$ cat src/rtl/cpg_consts.vh
`ifndef CPG_CONSTS_VH
`define CPG_CONSTS_VH

// Register byte offsets on the APB bus.
`define CPG_OFS_CTRL0     8'h00
`define CPG_OFS_CTRL1     8'h04
`define CPG_OFS_CTRL2     8'h08
`define CPG_OFS_CTRL3     8'h0c
`define CPG_OFS_ENABLE    8'h10
`define CPG_OFS_GATE      8'h14
`define CPG_OFS_POLARITY  8'h18
`define CPG_OFS_STATUS    8'h1c
`define CPG_OFS_RELOAD0   8'h20
`define CPG_OFS_RELOAD1   8'h24
`define CPG_OFS_RELOAD2   8'h28
`define CPG_OFS_RELOAD3   8'h2c
`define CPG_OFS_LAST      8'h2c

// Field positions in the per-channel control word.
`define CPG_TRIG_BIT      0
`define CPG_MODE_LO       1
`define CPG_MODE_HI       2
`define CPG_CKS_LO        3
`define CPG_CKS_HI        4
`define CPG_FTS_BIT       5
`define CPG_FLAG_BIT      6
`define CPG_IE_BIT        7

// Operating modes and count clock selects.
`define CPG_MODE_16       2'b10
`define CPG_MODE_1616     2'b11
`define CPG_CKS_DIV1      2'b00
`define CPG_CKS_DIV4      2'b01
`define CPG_CKS_DIV16     2'b10
`define CPG_CKS_DIV64     2'b11

// Reset values.
`define CPG_CTRL_RST      8'h00
`define CPG_ENABLE_RST    4'h0
`define CPG_GATE_RST      2'h0
`define CPG_POLARITY_RST  4'h0
`define CPG_RELOAD_RST    16'h0000

`endif

$ cat src/rtl/cpg_core.v
module cpg_core (
  input  wire        core_clk,
  input  wire        resetn,
  input  wire        run,
  input  wire        tick,
  input  wire [15:0] low_width,
  input  wire [15:0] high_width,
  output reg         wave_reg,
  output wire        phase_end,
  output wire        end_high
);

  reg        active_reg;
  reg [15:0] cnt_reg;

  // A phase lasts (width + 1) ticks: the count runs down to zero and the
  // tick that finds zero closes the phase.
  assign phase_end = active_reg & run & tick & (cnt_reg == 16'h0000);
  assign end_high  = phase_end & wave_reg;

  always @(posedge core_clk or negedge resetn)
  begin
    if (!resetn)
    begin
      active_reg <= 1'b0;
      wave_reg   <= 1'b0;
      cnt_reg    <= 16'h0000;
    end
    else if (!run)
    begin
      active_reg <= 1'b0;
      wave_reg   <= 1'b0;
      cnt_reg    <= 16'h0000;
    end
    else if (!active_reg)
    begin
      // Only the low width is taken at the start, so late reload writes still count.
      active_reg <= 1'b1;
      wave_reg   <= 1'b0;
      cnt_reg    <= low_width;
    end
    else if (tick)
    begin
      if (cnt_reg == 16'h0000)
      begin
        wave_reg <= ~wave_reg;
        cnt_reg  <= wave_reg ? low_width : high_width;
      end
      else
      begin
        cnt_reg <= cnt_reg - 16'h0001;
      end
    end
  end

endmodule

$ cat src/rtl/cpg_top.v
// Decided for this implementation: the APB slave port and the address map.
`include "cpg_consts.vh"

module cpg_top (
  input  wire        core_clk,
  input  wire        resetn,
  input  wire [7:0]  paddr,
  input  wire        psel,
  input  wire        penable,
  input  wire        pwrite,
  input  wire [31:0] pwdata,
  output reg  [31:0] prdata,
  output wire        pready,
  output wire        pslverr,
  input  wire        timer_gate_in,
  input  wire [1:0]  tg_start,
  output wire        pulse_out_ch0,
  output wire        pulse_out_ch1,
  output wire        pulse_out_ch2,
  output wire        pulse_out_ch3,
  output wire [3:0]  update_irq
);

  reg  [7:0]  ctrl_reg [0:3];
  reg  [15:0] reload_reg [0:3];
  reg  [3:0]  enable_reg;
  reg  [1:0]  gate_sel_reg;
  reg  [3:0]  invert_reg;
  reg  [3:0]  flag_reg;
  reg  [3:0]  flag_next;
  reg  [3:0]  out_reg;
  reg  [5:0]  div_cnt_reg;
  reg         gate_meta_reg;
  reg         gate_sync_reg;
  reg         started_reg;
  reg         started_next;
  reg  [31:0] rd_mux;

  wire        acc;
  wire        hit;
  wire        wr;
  wire [3:0]  wr_idx;
  wire [1:0]  mode0;
  wire [1:0]  mode2;
  wire        mode_1616;
  wire        pair0_16;
  wire        pair2_16;
  wire        req0;
  wire        req2;
  wire        run0;
  wire        run2;
  wire        tick0;
  wire        tick2;
  wire        wave0;
  wire        wave2;
  wire        end0;
  wire        end2;
  wire        end_high0;
  wire        end_high2;
  wire [3:0]  flag_set;
  wire [3:0]  flag_clr;

  integer i;

  // Tick decode from the shared free-running divider.
  function tick_of;
    input [1:0] sel;
    input [5:0] cnt;
    begin
      case (sel)
        `CPG_CKS_DIV1:  tick_of = 1'b1;
        `CPG_CKS_DIV4:  tick_of = (cnt[1:0] == 2'h3);
        `CPG_CKS_DIV16: tick_of = (cnt[3:0] == 4'hf);
        `CPG_CKS_DIV64: tick_of = (cnt == 6'h3f);
        default:        tick_of = 1'b0;
      endcase
    end
  endfunction

  // Start request of a pair: timing generator, timer gate or enable bits.
  function start_of;
    input trig;
    input gate_sel;
    input tg;
    input gate;
    input enables;
    begin
      if (trig)
      begin
        start_of = tg;
      end
      else if (gate_sel)
      begin
        start_of = gate;
      end
      else
      begin
        start_of = enables;
      end
    end
  endfunction

  // The bus answers after one access cycle so read data can come from a flop.
  assign acc     = psel & penable;
  assign hit     = (paddr[1:0] == 2'b00) && (paddr <= `CPG_OFS_LAST);
  assign pready  = acc;
  assign pslverr = acc & ~hit;
  assign wr      = acc & pwrite & hit;
  assign wr_idx  = paddr[5:2];

  always @(posedge core_clk or negedge resetn)
  begin
    if (!resetn)
    begin
      gate_meta_reg <= 1'b0;
      gate_sync_reg <= 1'b0;
      div_cnt_reg   <= 6'h00;
    end
    else
    begin
      gate_meta_reg <= timer_gate_in;
      gate_sync_reg <= gate_meta_reg;
      div_cnt_reg   <= div_cnt_reg + 6'h01;
    end
  end

  always @(posedge core_clk or negedge resetn)
  begin
    if (!resetn)
    begin
      for (i = 0; i < 4; i = i + 1)
      begin
        ctrl_reg[i]   <= `CPG_CTRL_RST;
        reload_reg[i] <= `CPG_RELOAD_RST;
      end
      enable_reg   <= `CPG_ENABLE_RST;
      gate_sel_reg <= `CPG_GATE_RST;
      invert_reg   <= `CPG_POLARITY_RST;
    end
    else if (wr)
    begin
      case (paddr)
        `CPG_OFS_CTRL0, `CPG_OFS_CTRL1, `CPG_OFS_CTRL2, `CPG_OFS_CTRL3:
        begin
          ctrl_reg[wr_idx[1:0]] <= pwdata[7:0];
        end
        `CPG_OFS_ENABLE:
        begin
          enable_reg <= pwdata[3:0];
        end
        `CPG_OFS_GATE:
        begin
          gate_sel_reg <= pwdata[1:0];
        end
        `CPG_OFS_POLARITY:
        begin
          invert_reg <= pwdata[3:0];
        end
        `CPG_OFS_RELOAD0, `CPG_OFS_RELOAD1, `CPG_OFS_RELOAD2, `CPG_OFS_RELOAD3:
        begin
          reload_reg[wr_idx[1:0]] <= pwdata[15:0];
        end
        default:
        begin
          enable_reg <= enable_reg;
        end
      endcase
    end
  end

  assign mode0     = ctrl_reg[0][`CPG_MODE_HI:`CPG_MODE_LO];
  assign mode2     = ctrl_reg[2][`CPG_MODE_HI:`CPG_MODE_LO];
  assign pair0_16  = (mode0 == `CPG_MODE_16);
  assign pair2_16  = (mode2 == `CPG_MODE_16);
  assign mode_1616 = (mode0 == `CPG_MODE_1616) && (mode2 == `CPG_MODE_1616);

  // Enables are ANDed, so a pair runs only once every bit of it is set and
  // stops on the first cleared bit; split writes shift the cycle as warned.
  assign req0 = start_of(ctrl_reg[0][`CPG_TRIG_BIT], gate_sel_reg[0], tg_start[0],
                         gate_sync_reg, enable_reg[0] & enable_reg[1]);
  assign req2 = start_of(ctrl_reg[2][`CPG_TRIG_BIT], gate_sel_reg[1], tg_start[1],
                         gate_sync_reg,
                         mode_1616 ? (&enable_reg) : (enable_reg[2] & enable_reg[3]));

  // Gate start follows the synchronised gate level, so its fall stops the pair.
  assign run2 = (pair2_16 | mode_1616) & req2;
  assign run0 = pair0_16 ? req0 : (mode_1616 & run2 & started_reg);

  // The output side is held back until the first prescaler low phase ends.
  always @*
  begin
    started_next = started_reg;
    if (!(mode_1616 & run2))
    begin
      started_next = 1'b0;
    end
    else if (end2)
    begin
      started_next = 1'b1;
    end
  end

  always @(posedge core_clk or negedge resetn)
  begin
    if (!resetn)
    begin
      started_reg <= 1'b0;
    end
    else
    begin
      started_reg <= started_next;
    end
  end

  // Pair clocks come from the even channel select, but pair 0/1 in 16+16 mode counts prescaler phase ends; the odd one must match.
  assign tick2 = tick_of(ctrl_reg[2][`CPG_CKS_HI:`CPG_CKS_LO], div_cnt_reg);
  assign tick0 = mode_1616 ? end2 :
                 tick_of(ctrl_reg[0][`CPG_CKS_HI:`CPG_CKS_LO], div_cnt_reg);

  // Every prescaler phase end is one edge of its output, hence one output tick.
  cpg_core u_out_pair (
    .core_clk   (core_clk),
    .resetn     (resetn),
    .run        (run0),
    .tick       (tick0),
    .low_width  (reload_reg[1]),
    .high_width (reload_reg[0]),
    .wave_reg   (wave0),
    .phase_end  (end0),
    .end_high   (end_high0)
  );

  cpg_core u_pre_pair (
    .core_clk   (core_clk),
    .resetn     (resetn),
    .run        (run2),
    .tick       (tick2),
    .low_width  (reload_reg[3]),
    .high_width (reload_reg[2]),
    .wave_reg   (wave2),
    .phase_end  (end2),
    .end_high   (end_high2)
  );

  genvar g;
  generate
    for (g = 0; g < 4; g = g + 1)
    begin : g_chan
      if (g < 2)
      begin : g_out
        assign flag_set[g] = ctrl_reg[g][`CPG_FTS_BIT] ? end_high0 : end0;
      end
      else
      begin : g_pre
        assign flag_set[g] = ctrl_reg[g][`CPG_FTS_BIT] ? end_high2 : end2;
      end
      assign flag_clr[g]   = wr && (wr_idx == g) && !pwdata[`CPG_FLAG_BIT];
      assign update_irq[g] = flag_reg[g] & ctrl_reg[g][`CPG_IE_BIT];
    end
  endgenerate

  // A flag event in the cycle of a clearing write wins over the clear.
  always @*
  begin
    flag_next = flag_set | (flag_reg & ~flag_clr);
  end

  always @(posedge core_clk or negedge resetn)
  begin
    if (!resetn)
    begin
      flag_reg <= 4'h0;
      out_reg  <= 4'h0;
    end
    else
    begin
      flag_reg   <= flag_next;
      out_reg[0] <= wave0 ^ invert_reg[0];
      out_reg[1] <= wave0 ^ invert_reg[1];
      out_reg[2] <= wave2 ^ invert_reg[2];
      out_reg[3] <= wave2 ^ invert_reg[3];
    end
  end

  assign pulse_out_ch0 = out_reg[0];
  assign pulse_out_ch1 = out_reg[1];
  assign pulse_out_ch2 = out_reg[2];
  assign pulse_out_ch3 = out_reg[3];

  always @*
  begin
    rd_mux = 32'h00000000;
    case (paddr)
      `CPG_OFS_CTRL0, `CPG_OFS_CTRL1, `CPG_OFS_CTRL2, `CPG_OFS_CTRL3:
      begin
        rd_mux[7:0] = ctrl_reg[paddr[3:2]];
        rd_mux[`CPG_FLAG_BIT] = flag_reg[paddr[3:2]];
      end
      `CPG_OFS_ENABLE:
      begin
        rd_mux[3:0] = enable_reg;
      end
      `CPG_OFS_GATE:
      begin
        rd_mux[1:0] = gate_sel_reg;
      end
      `CPG_OFS_POLARITY:
      begin
        rd_mux[3:0] = invert_reg;
      end
      `CPG_OFS_STATUS:
      begin
        rd_mux[3:0] = {gate_sync_reg, started_reg, run2, run0};
      end
      `CPG_OFS_RELOAD0, `CPG_OFS_RELOAD1, `CPG_OFS_RELOAD2, `CPG_OFS_RELOAD3:
      begin
        rd_mux[15:0] = reload_reg[paddr[3:2]];
      end
      default:
      begin
        rd_mux = 32'h00000000;
      end
    endcase
  end

  // Read data is captured in the setup cycle and stands through the access.
  always @(posedge core_clk or negedge resetn)
  begin
    if (!resetn)
    begin
      prdata <= 32'h00000000;
    end
    else if (psel && !penable)
    begin
      prdata <= rd_mux;
    end
  end

endmodule

$ cat config.mk
export PLATFORM = sky130hd
export DESIGN_NAME = cpg_top
export DESIGN_NICKNAME = d
export VERILOG_FILES = /design/src/rtl/cpg_core.v /design/src/rtl/cpg_top.v
export VERILOG_INCLUDE_DIRS = /design/src /design/src/rtl
export SDC_FILE = /design/constraint.sdc
export NUM_CORES = 1
export LEC_CHECK = 0
export BUFFER_PORTS_ARGS = -buffer_cell sky130_fd_sc_hd__clkbuf_2
export CAP_MARGIN = 20
export CELL_PAD_IN_SITES_DETAIL_PLACEMENT = 1
export CELL_PAD_IN_SITES_GLOBAL_PLACEMENT = 2
export CORE_MARGIN = 10
export CORE_UTILIZATION = 43
export CTS_CLUSTER_DIAMETER = 120
export DETAILED_ROUTE_END_ITERATION = 16
export PLACE_DENSITY = 0.83
export SETUP_SLACK_MARGIN = 0.3
export SLEW_MARGIN = 40
export SYNTH_ARGS = -nofsm -noshare
export SYNTH_HDL_FRONTEND = slang
export SYNTH_SLANG_ARGS = --single-unit
$ cat constraint.sdc
create_clock -name core_clk -period 5.6 [get_ports core_clk]
set_input_delay 0.28 -clock core_clk [delete_from_list [all_inputs] [get_ports core_clk]]
set_output_delay 0.28 -clock core_clk [all_outputs]
set_load 0.05 [all_outputs]
==> results.py <==
metrics = {
    "run_status": {
        "status": "complete, no violations",
    },
    "clock_tree": {
        "tritoncts": "built",
        "cts_root_buf": "clkbuf_16",
        "path_clk_slew_ns": 0.07,
        "cts_resized": 0,
        "worstSkewPairLatency_ns": 0.44,
        "cts_buffer_depth": 2,
        "cts_setup_buffers": 0,
        "htreeDepth": 4,
        "cts_sinks": 171,
        "cts-hold-fix-buffers": 2,
        "numCtsBuffers": 17,
    },
    "grt": {
        "first_global_vias": 7255,
        "antenna_found_initial": 0,
        "grt_use_total_pct": 20.4,
        "grt_pass1_wl_um": 43100,
        "grt_max_degree": 90,
        "grt_overflow": 0,
    },
    "route": {
        "dr.pass1.iters": 5,
        "postRouteAntennaNets": 0,
        "first_iter_violations": 458,
        "drcViolationCount": 0,
        "wl_per_cell_um": 23.7,
        "vias": 6878,
        "drt_wl_total_um": 27200,
        "via_per_inst": 6.01,
    },
    "pwr": {
        "intPower_mw": 1.93,
        "seqPwrFrac_pct": 48.3,
        "power_frac_comb_pct": 5.4,
        "switching_share_pct": 26.1,
        "switching_power_uw": 680,
        "power.density_mw_per_mm2": 258,
        "p_clk_share_pct": 46.2,
        "ir_drop_mv": 0.197,
        "leakage_nw": 4.71,
    },
    "worst_setup_path": {
        "worstPathRequired_ns": 5.95,
        "worstPathMaxFanout": 18,
        "critical_path.startpoint": "u_out_pair.cnt_reg[2]",
        "startpoint_type": "flip-flop",
        "criticalPathCategory": "flip-flop to flip-flop",
        "worstReg2RegStart": "u_out_pair.cnt_reg[2]",
        "endpoint": "u_out_pair.cnt_reg[7]",
        "r2r-end": "u_out_pair.cnt_reg[7]",
        "cp.arrival_ns": 3.51,
        "critPathCaptureType": "flip-flop",
        "timing.reg2reg.setup_slack_ns": 2.44,
        "reg2reg_depth": 6,
    },
    "worst_hold_path": {
        "hold_path_depth": 2,
        "hold_class": "input port to flip-flop",
    },
    "sta": {
        "rsz0062_at_grt": "no",
        "post-route-period-util_pct": 56.5,
        "final_hold_viol_count": 0,
        "skew_ns": 0.0145,
        "max_freq_ghz": 0.316,
        "final-setup-viol-count": 0,
        "post-route-min-period_ns": 3.16,
        "setup_tns_ns": 0,
        "slew_headroom_pct": 43.3,
        "final_max_slew_viol_count": 0,
        "tightest_slew_ns": 0.848,
    },
    "cells_and_area": {
        "largest_register_ffs": 64,
        "area_growth_pct": 11.8,
        "drive_gt1_share_pct": 27.2,
        "fill_cells": 2194,
        "fin_area_mm2": 0.0101,
        "fin_util_pct": 49.5,
        "diodes": 0,
        "final_nets": 915,
    },
    "flow_run": {
        "maxCapViolCount": 0,
    },
    "synth": {
        "synth_area_leaders": "dfrtp_1 47%, mux2_2 13%, mux4_2 6.0%",
        "synth_largest_area_cell": "dfrtp_1",
        "synthDominantCellAreaShare_pct": 47.3,
        "syn_inst": 822,
        "syn_area_mm2": 0.00904,
        "synth_cell_type_count": 65,
        "synth-seq-area-share_pct": 47.3,
        "synth.avg_cell_area_um2": 11.0,
        "synth_seq_cells": 171,
        "ys_warn_count": 0,
        "synthFlopType": "dfrtp_1",
        "ys_async_sr_fraction_pct": 100,
        "synth-edff-count": 0,
    },
    "floorplan": {
        "ioPinCount": 90,
        "core_area_mm2": 0.0204,
        "rows": 52,
        "die_w_um": 165,
        "start_util_pct": 44.2,
        "die_h_um": 165,
        "dieArea_mm2": 0.0272,
    },
    "placement": {
        "io_buffers": 57,
        "place_area_mm2": 0.00948,
        "gp_congestion": 0.924,
        "dp_hpwl_um": 19900,
    },
}
-- layout make-up --
type                    count  area, um^2  area share [%]
flip-flops and latches    171        4280            42.3
clock inverters            15         175            1.73
clock buffers              17         425            4.21
well taps                 270         338            3.34
inverters                  18        67.6           0.668
multi-input cells         588        4450            44.0
repair buffers             66         375            3.71
-- stage by stage --
stage               hold slack, ns  setup WS, ns  instances  total power [mW]
floorplan                  -0.0156          3.43        837              1.37
global route                 0.122          2.21       1145              2.70
CTS                          0.118          2.46       1145              2.62
global placement             0.334          2.73       1111              1.42
detailed placement           0.346          2.53       1111              1.42
finish                       0.125          2.44       1145              2.61
-- cell families after synthesis --
| kind of cell | count (synthesis) | synth area share (%) |
|---|---|---|
| buf+inv | 78 | 4.10 |
| simple gates | 214 | 11.9 |
| mux | 141 | 20.4 |
| fa+ha+maj | 5 | 0.692 |
| flops | 171 | 47.3 |
| xor+xnor | 24 | 2.33 |
| compound gates | 188 | 13.2 |
| other cells | 1 | 0.0415 |
-- synthesized netlist by cell type (all sizes together), types with 3 or more instances --
master and n:
nor3 15, and2 8, o31a 4, o221ai 4, nor2b 8, or4 4
inv 18, xor2 14, a21o 4, o21a 3, xnor2 10, mux2i 12
a31oi 8, nand3b 3, mux4 24, nand2 70, buf 27, or3 7
nand2b 8, a22o 4, o22ai 7, and4 5, nor4 9, o211ai 8
nand4 7, o21ai 58, a21oi 46, nor2 46, and3 4, a211oi 8
a21boi 5, dfrtp 171, mux2 105, ha 5, o31ai 3, clkbuf 33
nand3 15, a22oi 9
-- critical path: stages, from the launching register on --
cell and delay [ns]:
dfrtp_1 0.46, nor4_1 0.66, and4_1 0.46, nand2_1 0.44
o21ai_1 0.67, a21oi_1 0.16, a21oi_1 0.22
-- metal layers --
layer | vias to the layer above | wire length [um] | global-route usage, %
li1 | 3090 | - | -
met1 | 3595 | 12000 | 27.5
met2 | 170 | 13500 | 33.4
met3 | 23 | 1350 | 3.39
met4 | 0 | 328 | 4.95
met5 | - | 0 | 0
-- power by group through the flow --
| stage | clock network [mW] | logic [mW] | registers (mW) |
|---|---|---|---|
| 5_1_grt | 1.28 | 0.155 | 1.26 |
| 3_3_place_gp | 0 | 0.137 | 1.28 |
| 4_1_cts | 1.22 | 0.143 | 1.26 |
| 3_5_place_dp | 0 | 0.142 | 1.28 |
| 6_report | 1.20 | 0.142 | 1.26 |
| 2_1_floorplan | 0 | 0.0890 | 1.28 |
-- worst min-delay path by stage --
stage / startpoint / to / slack, ns
after floorplan: resetn / ctrl_reg[0] / -0.02
after global placement: gate_meta_reg / gate_sync_reg / 0.33
after detailed placement: gate_meta_reg / gate_sync_reg / 0.35
after CTS: pwdata[14] / reload_reg[30] / 0.12
after global routing: pwdata[14] / reload_reg[30] / 0.12
final: pwdata[14] / reload_reg[30] / 0.12
-- placed cells by master, fill, tap and decap left out, types with 5 or more instances in the layout --
cell type	count
clkbuf_2	55
nor2b_1	8
o21ai_0	53
nand2_1	70
o22ai_1	7
mux2i_1	12
dfrtp_1	171
and2_1	8
mux4_2	24
nand4_1	7
xor2_1	14
inv_1	18
xnor2_1	10
nand2b_1	7
a31oi_1	8
nand3_1	14
clkbuf_16	17
a211oi_1	8
conb_1	16
mux2_2	105
nor2_1	46
and4_1	5
o211ai_1	7
a22oi_1	9
buf_4	6
a21oi_1	46
or3_1	7
ha_1	5
o21ai_1	5
nor3_1	13
nor4_1	8
No activity file was read; power rests on OpenSTA's default activity.
